File: config.mk
export PLATFORM = sky130hd
export DESIGN_NAME = multiplier_column
export DESIGN_NICKNAME = d
export VERILOG_FILES = /design/src/rtl/mult_col_pkg.sv /design/src/rtl/slice_ctrl_if.sv /design/src/rtl/multiplier_slice.sv /design/src/rtl/multiplier_column.sv
export SDC_FILE = /design/constraint.sdc
export NUM_CORES = 2
export LEC_CHECK = 0
export BUFFER_PORTS_ARGS = -buffer_cell sky130_fd_sc_hd__buf_2
export CELL_PAD_IN_SITES_DETAIL_PLACEMENT = 1
export CELL_PAD_IN_SITES_GLOBAL_PLACEMENT = 2
export CORE_MARGIN = 2
export CORE_UTILIZATION = 40
export CTS_CLUSTER_SIZE = 25
export DETAILED_ROUTE_END_ITERATION = 16
export PLACE_DENSITY_LB_ADDON = 0.2
export SKIP_LAST_GASP = 1
export SLEW_MARGIN = 10
export SYNTH_ARGS = -nofsm -noshare
export SYNTH_HDL_FRONTEND = slang
export SYNTH_SLANG_ARGS = --single-unit
File: constraint.sdc
create_clock -name aclk -period 9.3 [get_ports aclk]
set_input_delay 0.465 -clock aclk [delete_from_list [all_inputs] [get_ports aclk]]
set_output_delay 0.465 -clock aclk [all_outputs]
set_load 0.02 [all_outputs]
File: src/rtl/mult_col_pkg.sv
`default_nettype none
package mult_col_pkg;
  // Operand and product widths of one multiplier slice.
  localparam int OPND_W = 18;
  localparam int PROD_W = 36;
  // Number of slices stacked in one column.
  localparam int COL_DEPTH = 4;
  // Stage presence defaults: 1 inserts the register, 0 bypasses it.
  localparam bit STAGE_ON = 1'b1;
  // Register bus geometry.
  localparam int ADDR_W = 8;
  localparam int DATA_W = 32;
  // Register byte offsets.
  localparam logic [7:0] SRC_SEL_OFS = 8'h00;  // Per-slice operand source select.
  localparam logic [7:0] STEP_OFS    = 8'h04;  // Stage enable and clear pulses.
  localparam logic [3:0] OPA_GRP     = 4'h1;   // First operands at 0x10 + 4*slice.
  localparam logic [3:0] OPB_GRP     = 4'h2;   // Direct second operands at 0x20 + 4*slice.
  localparam logic [3:0] PLO_GRP     = 4'h3;   // Product bits 31:0 at 0x30 + 4*slice.
  localparam logic [3:0] PHI_GRP     = 4'h4;   // Product bits 35:32 at 0x40 + 4*slice.
  localparam logic [3:0] CHN_GRP     = 4'h5;   // Chain outputs at 0x50 + 4*slice.
  // Field positions inside the pulse register.
  localparam int STEP_CE_LSB  = 0;             // Bits 2:0 enable first, second, product.
  localparam int STEP_CLR_LSB = 4;             // Bits 6:4 clear first, second, product.
  // Reset values.
  localparam logic [COL_DEPTH-1:0] SRC_SEL_RST = '0;  // All slices take the direct input.
  // Bus responses.
  localparam logic [1:0] RESP_OKAY   = 2'b00;
  localparam logic [1:0] RESP_DECERR = 2'b11;
  // Bus channel states, Gray coded.
  typedef enum logic [1:0] {
    CH_IDLE = 2'b00,
    CH_RESP = 2'b01
  } chan_state_t;
endpackage
`default_nettype wire

File: src/rtl/slice_ctrl_if.sv
`default_nettype none
// Shared stage controls from the column controller to every slice.
interface slice_ctrl_if;
  logic ce_a;   // First operand stage enable.
  logic ce_b;   // Second operand stage enable.
  logic ce_p;   // Product stage enable.
  logic clr_a;  // First operand stage synchronous clear.
  logic clr_b;  // Second operand stage synchronous clear.
  logic clr_p;  // Product stage synchronous clear.
  modport ctl   (output ce_a, ce_b, ce_p, clr_a, clr_b, clr_p);
  modport stage (input ce_a, ce_b, ce_p, clr_a, clr_b, clr_p);
endinterface
`default_nettype wire

File: src/rtl/multiplier_slice.sv
`default_nettype none
module multiplier_slice
  import mult_col_pkg::*;
#(
  parameter bit FIRST_OPERAND_STAGE  = STAGE_ON,
  parameter bit SECOND_OPERAND_STAGE = STAGE_ON,
  parameter bit PRODUCT_STAGE        = STAGE_ON
) (
  input  wire logic                       aclk,
  input  wire logic                       aresetn,
  slice_ctrl_if.stage                     ctl,
  input  wire logic                       src_cascade,
  input  wire logic [mult_col_pkg::OPND_W-1:0] a_in,
  input  wire logic [mult_col_pkg::OPND_W-1:0] b_in,
  input  wire logic [mult_col_pkg::OPND_W-1:0] operand_chain_in,
  output logic      [mult_col_pkg::OPND_W-1:0] operand_chain_out,
  output logic      [mult_col_pkg::PROD_W-1:0] p_out
);
  import mult_col_pkg::*;

  // Full-precision signed product of two operands.
  function automatic logic [PROD_W-1:0] smul(input logic [OPND_W-1:0] x,
                                             input logic [OPND_W-1:0] y);
    logic signed [PROD_W-1:0] xs;
    logic signed [PROD_W-1:0] ys;
    xs = $signed({{(PROD_W-OPND_W){x[OPND_W-1]}}, x});
    ys = $signed({{(PROD_W-OPND_W){y[OPND_W-1]}}, y});
    return PROD_W'(xs * ys);
  endfunction

  logic [OPND_W-1:0] a_r;     // First operand stage.
  logic [OPND_W-1:0] b_r;     // Second operand stage.
  logic [PROD_W-1:0] p_r;     // Product stage.
  logic [OPND_W-1:0] b_sel;   // Selected second operand source.
  logic [OPND_W-1:0] a_used;  // First operand applied to the multiplier.
  logic [OPND_W-1:0] b_used;  // Second operand applied to the multiplier.
  logic [PROD_W-1:0] prod;    // Combinational product.

  // The cascade setting takes the neighbour's operand instead of the direct input.
  assign b_sel  = src_cascade ? operand_chain_in : b_in;  // RULE1 RULE2
  // A stage set to 0 is a plain wire.
  assign a_used = FIRST_OPERAND_STAGE ? a_r : a_in;  // RULE19
  assign b_used = SECOND_OPERAND_STAGE ? b_r : b_sel;  // RULE3 RULE19
  assign prod   = smul(a_used, b_used);  // RULE17
  assign p_out  = PRODUCT_STAGE ? p_r : prod;  // RULE19
  // The chain output always shows the operand actually used.
  assign operand_chain_out = b_used;  // RULE4

  // Operand stages: clear wins over enable, each adds one cycle of latency.
  always_ff @(posedge aclk) begin
    if (!aresetn || ctl.clr_a) begin  // RULE18
      a_r <= '0;
    end else if (ctl.ce_a) begin  // RULE20
      a_r <= a_in;
    end
    if (!aresetn || ctl.clr_b) begin  // RULE18
      b_r <= '0;
    end else if (ctl.ce_b) begin  // RULE3 RULE20
      b_r <= b_sel;
    end
  end

  // Product stage with its own enable and clear.
  always_ff @(posedge aclk) begin
    if (!aresetn || ctl.clr_p) begin  // RULE18
      p_r <= '0;
    end else if (ctl.ce_p) begin  // RULE20
      p_r <= prod;
    end
  end
endmodule  // multiplier_slice
`default_nettype wire

File: src/rtl/multiplier_column.sv
`default_nettype none
// Operation
// (RULE1) Static setting picks direct or cascade operand.
// (RULE2) Cascade setting routes chain input to multiplier.
// (RULE3) Optional stage captures selected operand, else passes.
// (RULE4) Chain output shows operand actually applied.
// (RULE5) Each chain output feeds slice directly above.
// (RULE6) Bottom chain input unconnected, top output unused.
// (RULE7) Registered chain shifts one slice per enable.
// (RULE8) Unregistered chain broadcasts one operand to all.
// (RULE9) Fabric splits wide operands, keeping weight, sign.
// (RULE10) Low partial bits bypass adder; signed sign-extended.
// (RULE11) Four partial products for two wide operands.
// (RULE12) 35x35 uses four slices, 53-bit adder.
// (RULE13) Unsigned 34x34 ties operand MSBs to zero.
// (RULE14) Two values packed: one shifted, one low.
// (RULE15) Packed squares need non-overlapping term ranges.
// (RULE16) Packed sizes from 6x6/5x5 to 4x4/7x7.
// (RULE17) Slice forms full 36-bit signed product.
// (RULE18) Stages share clock, own enable and clear.
// (RULE19) Stage setting 1 inserts, 0 bypasses; default 1.
// (RULE20) Each inserted stage adds exactly one cycle.
module multiplier_column
  import mult_col_pkg::*;
#(
  parameter int N                    = COL_DEPTH,
  parameter bit FIRST_OPERAND_STAGE  = STAGE_ON,
  parameter bit SECOND_OPERAND_STAGE = STAGE_ON,
  parameter bit PRODUCT_STAGE        = STAGE_ON
) (
  input  wire logic                              aclk,
  input  wire logic                              aresetn,
  input  wire logic [mult_col_pkg::ADDR_W-1:0]   awaddr,
  input  wire logic                              awvalid,
  output logic                                   awready,
  input  wire logic [mult_col_pkg::DATA_W-1:0]   wdata,
  input  wire logic [mult_col_pkg::DATA_W/8-1:0] wstrb,
  input  wire logic                              wvalid,
  output logic                                   wready,
  output logic [1:0]                             bresp,
  output logic                                   bvalid,
  input  wire logic                              bready,
  input  wire logic [mult_col_pkg::ADDR_W-1:0]   araddr,
  input  wire logic                              arvalid,
  output logic                                   arready,
  output logic [mult_col_pkg::DATA_W-1:0]        rdata,
  output logic [1:0]                             rresp,
  output logic                                   rvalid,
  input  wire logic                              rready
);
  import mult_col_pkg::*;

  // True when an address falls on a mapped register.
  function automatic logic is_mapped(input logic [ADDR_W-1:0] ad);
    logic [3:0] grp;
    grp = ad[7:4];
    if (grp == 4'h0) begin
      return (ad[3:0] == SRC_SEL_OFS[3:0]) || (ad[3:0] == STEP_OFS[3:0]);
    end
    return (grp >= OPA_GRP) && (grp <= CHN_GRP) && (32'(ad[3:2]) < N);
  endfunction

  // Merge a written word into a stored value under byte enables.
  function automatic logic [DATA_W-1:0] merge(input logic [DATA_W-1:0] old,
                                              input logic [DATA_W-1:0] nw,
                                              input logic [DATA_W/8-1:0] st);
    logic [DATA_W-1:0] res;
    res = old;
    for (int k = 0; k < DATA_W/8; k++) begin
      if (st[k]) begin
        res[8*k +: 8] = nw[8*k +: 8];
      end
    end
    return res;
  endfunction

  slice_ctrl_if ctl_bus ();                 // Stage controls shared by all slices.
  chan_state_t       wstate_r;              // Write channel state.
  chan_state_t       rstate_r;              // Read channel state.
  logic              awready_r;             // Write address ready.
  logic              wready_r;              // Write data ready.
  logic              bvalid_r;              // Write response valid.
  logic [1:0]        bresp_r;               // Write response code.
  logic              arready_r;             // Read address ready.
  logic              rvalid_r;              // Read data valid.
  logic [1:0]        rresp_r;               // Read response code.
  logic [DATA_W-1:0] rdata_r;               // Read data.
  logic              aw_held_r;             // Write address captured.
  logic              w_held_r;              // Write data captured.
  logic [ADDR_W-1:0] aw_addr_r;             // Captured write address.
  logic [DATA_W-1:0] w_data_r;              // Captured write data.
  logic [DATA_W/8-1:0] w_strb_r;            // Captured byte enables.
  logic [N-1:0]      src_sel_r;             // Per-slice cascade select.
  logic [6:0]        step_r;                // One-cycle stage pulses.
  logic [OPND_W-1:0] opa_r [N];             // First operand per slice.
  logic [OPND_W-1:0] opb_r [N];             // Direct second operand per slice.
  logic [OPND_W-1:0] chain_w [N];           // Chain output of each slice.
  logic [PROD_W-1:0] prod_w [N];            // Product of each slice.
  logic              wr_go;                 // Write commits this cycle.
  logic [1:0]        wr_slot;               // Slice index of the write.
  logic [3:0]        wr_grp;                // Register group of the write.
  logic [1:0]        rd_slot;               // Slice index of the read.
  logic [3:0]        rd_grp;                // Register group of the read.
  logic [DATA_W-1:0] rd_word;               // Read data selected by address.

  assign wr_go   = (wstate_r == CH_IDLE) && aw_held_r && w_held_r;
  assign wr_slot = aw_addr_r[3:2];
  assign wr_grp  = aw_addr_r[7:4];
  assign rd_slot = araddr[3:2];
  assign rd_grp  = araddr[7:4];

  // Read selection; unmapped words read as zero.
  always_comb begin
    rd_word = '0;
    if (araddr == SRC_SEL_OFS) begin
      rd_word = DATA_W'(src_sel_r);
    end else if (is_mapped(araddr) && rd_grp != 4'h0) begin
      case (rd_grp)
        OPA_GRP: rd_word = DATA_W'(opa_r[rd_slot]);
        OPB_GRP: rd_word = DATA_W'(opb_r[rd_slot]);
        PLO_GRP: rd_word = prod_w[rd_slot][31:0];
        PHI_GRP: rd_word = DATA_W'(prod_w[rd_slot][PROD_W-1:32]);
        CHN_GRP: rd_word = DATA_W'(chain_w[rd_slot]);
        default: rd_word = '0;
      endcase
    end
  end

  // Write channel: address and data taken in either order, then one response.
  always_ff @(posedge aclk) begin
    if (!aresetn) begin
      wstate_r  <= CH_IDLE;
      awready_r <= 1'b1;
      wready_r  <= 1'b1;
      bvalid_r  <= 1'b0;
      bresp_r   <= RESP_OKAY;
      aw_held_r <= 1'b0;
      w_held_r  <= 1'b0;
      aw_addr_r <= '0;
      w_data_r  <= '0;
      w_strb_r  <= '0;
    end else begin
      if (awvalid && awready_r) begin
        aw_addr_r <= awaddr;
        aw_held_r <= 1'b1;
        awready_r <= 1'b0;
      end
      if (wvalid && wready_r) begin
        w_data_r <= wdata;
        w_strb_r <= wstrb;
        w_held_r <= 1'b1;
        wready_r <= 1'b0;
      end
      if (wr_go) begin
        bvalid_r  <= 1'b1;
        bresp_r   <= is_mapped(aw_addr_r) ? RESP_OKAY : RESP_DECERR;
        aw_held_r <= 1'b0;
        w_held_r  <= 1'b0;
        wstate_r  <= CH_RESP;
      end else if (wstate_r == CH_RESP && bready) begin
        bvalid_r  <= 1'b0;
        awready_r <= 1'b1;
        wready_r  <= 1'b1;
        wstate_r  <= CH_IDLE;
      end
    end
  end

  // Read channel: data is registered at the same edge that takes the address.
  always_ff @(posedge aclk) begin
    if (!aresetn) begin
      rstate_r  <= CH_IDLE;
      arready_r <= 1'b1;
      rvalid_r  <= 1'b0;
      rresp_r   <= RESP_OKAY;
      rdata_r   <= '0;
    end else if (rstate_r == CH_IDLE && arvalid) begin
      rdata_r   <= rd_word;
      rresp_r   <= is_mapped(araddr) ? RESP_OKAY : RESP_DECERR;
      rvalid_r  <= 1'b1;
      arready_r <= 1'b0;
      rstate_r  <= CH_RESP;
    end else if (rstate_r == CH_RESP && rready) begin
      rvalid_r  <= 1'b0;
      arready_r <= 1'b1;
      rstate_r  <= CH_IDLE;
    end
  end

  // Software-visible configuration, operands and stage pulses.
  always_ff @(posedge aclk) begin
    if (!aresetn) begin
      src_sel_r <= SRC_SEL_RST[N-1:0];
      step_r    <= '0;
      for (int i = 0; i < N; i++) begin
        opa_r[i] <= '0;
        opb_r[i] <= '0;
      end
    end else begin
      step_r <= '0;
      if (wr_go && aw_addr_r == SRC_SEL_OFS) begin
        src_sel_r <= N'(merge(DATA_W'(src_sel_r), w_data_r, w_strb_r));  // RULE1
      end
      if (wr_go && aw_addr_r == STEP_OFS && w_strb_r[0]) begin
        step_r <= w_data_r[6:0];  // RULE18
      end
      if (wr_go && is_mapped(aw_addr_r) && wr_grp == OPA_GRP) begin
        opa_r[wr_slot] <= OPND_W'(merge(DATA_W'(opa_r[wr_slot]), w_data_r, w_strb_r));
      end
      if (wr_go && is_mapped(aw_addr_r) && wr_grp == OPB_GRP) begin
        opb_r[wr_slot] <= OPND_W'(merge(DATA_W'(opb_r[wr_slot]), w_data_r, w_strb_r));
      end
    end
  end

  assign ctl_bus.ce_a  = step_r[STEP_CE_LSB];
  assign ctl_bus.ce_b  = step_r[STEP_CE_LSB+1];
  assign ctl_bus.ce_p  = step_r[STEP_CE_LSB+2];
  assign ctl_bus.clr_a = step_r[STEP_CLR_LSB];
  assign ctl_bus.clr_b = step_r[STEP_CLR_LSB+1];
  assign ctl_bus.clr_p = step_r[STEP_CLR_LSB+2];

  // The column: each chain output drives the chain input of the slice above.
  for (genvar i = 0; i < N; i++) begin : g_slice
    logic [OPND_W-1:0] chain_in;  // Chain input of this slice.
    if (i == 0) begin : g_bottom
      assign chain_in = '0;  // RULE6
    end else begin : g_upper
      assign chain_in = chain_w[i-1];  // RULE5
    end
    multiplier_slice #(
      .FIRST_OPERAND_STAGE  (FIRST_OPERAND_STAGE),
      .SECOND_OPERAND_STAGE (SECOND_OPERAND_STAGE),
      .PRODUCT_STAGE        (PRODUCT_STAGE)
    ) u_slice (
      .aclk              (aclk),
      .aresetn           (aresetn),
      .ctl               (ctl_bus.stage),
      .src_cascade       (src_sel_r[i]),
      .a_in              (opa_r[i]),
      .b_in              (opb_r[i]),
      .operand_chain_in  (chain_in),
      .operand_chain_out (chain_w[i]),
      .p_out             (prod_w[i])
    );
    if (i > 0) begin : g_chk

    end
  end
  // The top slice's chain output feeds no slice; it is only read back through the chain output registers.

  assign awready = awready_r;
  assign wready  = wready_r;
  assign bvalid  = bvalid_r;
  assign bresp   = bresp_r;
  assign arready = arready_r;
  assign rvalid  = rvalid_r;
  assign rresp   = rresp_r;
  assign rdata   = rdata_r;
endmodule  // multiplier_column
`default_nettype wire

==> impl_metrics.env <==
export IMPL_first_pass_iters=5
export IMPL_hold_slack_ps=49.9
export IMPL_slew_headroom_pct=7.79
export IMPL_synth_area_leader_cell="fa_1"
export IMPL_wl_met3_mm=9.35
export IMPL_synth_cell_area_mm2=0.0698
export IMPL_portBuffers=84
export IMPL_vias_per_cell=5.19
export IMPL_ys_flop_type="dfxtp_1"
export IMPL_grtUsageTotal_pct=26.6
export IMPL_grt_pass1_vias=55800
export IMPL_crit_chain="buf_4 > nand2_1 > fa_1 > inv_1 > fa_1 > inv_1 > fa_1 > inv_1 > fa_1 > fa_1 > inv_1 > fa_1 > inv_1 > ha_1 > nand3_1 > nor2_1 > o2111ai_1 > a31oi_1 > a41oi_1 > o31ai_1 > a21oi_1 > xnor2_1 > o21ai_0"
export IMPL_timing_final_crit_share_pct=81.2
export IMPL_final_common_cell="inv_1"
export IMPL_synth_edf_count=144
export IMPL_critPathLaunch="g_slice[0].u_slice.operand_chain_out[9]"
export IMPL_final_setup_viol_count=0
export IMPL_place_congestion=0.879
export IMPL_clock_skew_ps=78.2
export IMPL_worstMarginPinSlew_ps=1380
export IMPL_p_leak_uw=0.0355
export IMPL_arrival_ps=8100
export IMPL_final_setup_tns_ps=0
export IMPL_cts_buffer_depth=3
export IMPL_io_pins=100
export IMPL_clockRootBuffer="clkbuf_16"
export IMPL_syn_avg_cell_area_um2=9.46
export IMPL_postCtsResizedCells=0
export IMPL_rows=153
export IMPL_htreeDepth=2
export IMPL_ys_ff_latch=512
export IMPL_min_delay_path_class="input pin to flop"
export IMPL_wl_met2_mm=112
export IMPL_wl_met1_mm=104
export IMPL_die_x_um=422
export IMPL_hold_start="wdata[11]"
export IMPL_drt_total_wl_mm=232
export IMPL_cts_tree="done"
export IMPL_grt_pass1_wl_mm=355
export IMPL_max_clock_freq_ghz=0.132
export IMPL_maxCapViolCount=0
export IMPL_synth_async_sr_flop_share_pct=0
export IMPL_netlist_instances=7376
export IMPL_critPathKind="flop to flop"
export IMPL_avgRoutedWirePerCell_um=24.1
export IMPL_clk_pin_slew_ps=60
export IMPL_cts_sinks=512
export IMPL_status="complete, no violations"
export IMPL_overflow=0
export IMPL_drt_iter0_drc=3044
export IMPL_worst_setup_path_start_kind="flop"
export IMPL_post_cts_setup_buffer_count=0
export IMPL_ys_types=77
export IMPL_synth_area_leaders="fa_1 38%, dfxtp_1 11%, inv_1 8.3%, ha_1 6.7%, edfxtp_1 6.2%"
export IMPL_rsz0062_at_grt="no"
export IMPL_dieArea_mm2=0.178
export IMPL_postRouteAntennaNets=0
export IMPL_hold_viol_final=0
export IMPL_grt_max_degree=82
export IMPL_final_cell_mix="1,550 x inv_1, 1,316 x fa_1, 792 x nand2_1"
export IMPL_ir_drop_mv=0.142
export IMPL_cpMostUsedCell="fa_1"
export IMPL_synth_seq_area_share_pct=16.8
export IMPL_dieHeight_um=422
export IMPL_syn_nets=9123
export IMPL_drive_above_1_share_pct=6.15
export IMPL_start_util_pct=40.2
export IMPL_postPlaceCellArea_mm2=0.0726
export IMPL_core_area_mm2=0.174
export IMPL_yosysWarnings=0
export IMPL_vias=50000
export IMPL_r2r_start="g_slice[0].u_slice.operand_chain_out[9]"
export IMPL_final_nets=9001
export IMPL_drc=0
export IMPL_worst_setup_path_end_kind="flop"
export IMPL_cts_buffers=59
export IMPL_slew_viol_final=0
export IMPL_slowest_stage="dfxtp_1"
export IMPL_antenna_found_initial=27
export IMPL_routed_top_layer="met5"
export IMPL_post_synth_top_area_fraction_pct=37.7
export IMPL_fin_area_mm2=0.0749
export IMPL_dp_hpwl_mm=191
export IMPL_pwr_density_cell_mw_per_mm2=67.5
export IMPL_worstPathRequired_ps=9840
export IMPL_period_needed_ps=7550
export IMPL_slowest_delay_ps=820
export IMPL_crit_fanout=13
export IMPL_area_growth_syn_to_layout_pct=7.31
export IMPL_clk_latency_ps=720
[layout make-up]
class / instances / area, µm²
tap: 2325 / 2910
antenna: 9 / 22.5
timing repair buffer: 243 / 1690
clock inverter: 40 / 438
multi-input combinational: 4888 / 50700
sequential: 512 / 11700
fill: 19700 / 98700
inverter: 1550 / 5820
clock buffer: 72 / 1610
[worst max-delay path: cells and delay by family, from the launching register on]
| family | cells | cell delay [ps] |
|---|---|---|
| fa+ha+maj | 7 | 3420 |
| compound gates | 6 | 1790 |
| simple gates | 3 | 550 |
| flops | 1 | 820 |
| xor+xnor | 1 | 140 |
| buf+inv | 6 | 640 |
[power breakdown]
group	total [µW]	internal, µW	switching (µW)
Clock	2480	1390	1090
Sequential	2370	2320	45.3
Combinational	212	72.0	140
[cells by family after synthesis]
logic type	synth area share, %
adder cells (fa/ha/maj)	44.4
XOR/XNOR	1.76
AO/OA/AOI/OAI	5.71
AND/OR/NAND/NOR	14.8
multiplexers	5.87
buffers and inverters	10.6
flip-flops	16.8
[cell usage after synthesis (9+ instances only)]
library cell	n
a211oi_1	78
a21boi_0	32
a21o_1	41
a21oi_1	134
a22oi_1	67
a31oi_1	16
and2_1	669
and3_1	14
buf_1	36
clkbuf_1	382
dfxtp_1	368
edfxtp_1	144
fa_1	1316
ha_1	372
inv_1	1550
mux2i_1	206
mux4_2	90
nand2_1	793
nand2b_1	31
nand3_1	59
nor2_1	466
nor2b_1	66
nor3_1	23
o2111ai_1	9
o211ai_1	9
o21a_1	23
o21ai_0	106
o21bai_1	10
xnor2_1	102
xor2_1	38
[layer usage]
metal	up-vias	global-route usage (%)
li1	22100	-
met1	26700	36.4
met2	990	45.2
met3	216	2.28
met4	2	7.10
met5	-	0
[through the flow]
stage	util, %	setup slack [ps]	total power (µW)	cells
floorplan	-	2870	2510	7376
CTS	43.1	1620	5110	9630
global placement	41.8	1770	2620	9494
global route	43.1	1360	5200	9634
detailed placement	41.8	1700	2620	9494
finish	43.1	1750	5060	9639
[timing repair]
item                                    4_1_cts  5_1_grt
hold buffers                                 24        0
endpoints found under the setup margin        0        0
endpoints found under the hold margin        23        0
[flip-flops by register name, summed over array words and instances (netlist names), 3 cells and up]
signal and flops:
aw_addr_r 8, g_slice.u_slice.a_r 72, g_slice.u_slice.operand_chain_out 72, g_slice.u_slice.p_out 144, opa_r 72, opb_r 72, rdata 32, src_sel_r 4
step_r 6, w_data_r 18, w_strb_r 3
[worst paths after layout]
path / slack [ps] / endpoint / cells past startpoint
hold / removal: 50 / w_data_r[11] / 3
setup reg to reg: 1750 / g_slice[0].u_slice.p_out[35] / 23
setup / recovery: 1750 / g_slice[0].u_slice.p_out[35] / 23
hold reg to reg: 450 / g_slice[3].u_slice.p_out[31] / 2
Note: power is estimated with default switching activity, not from simulation.
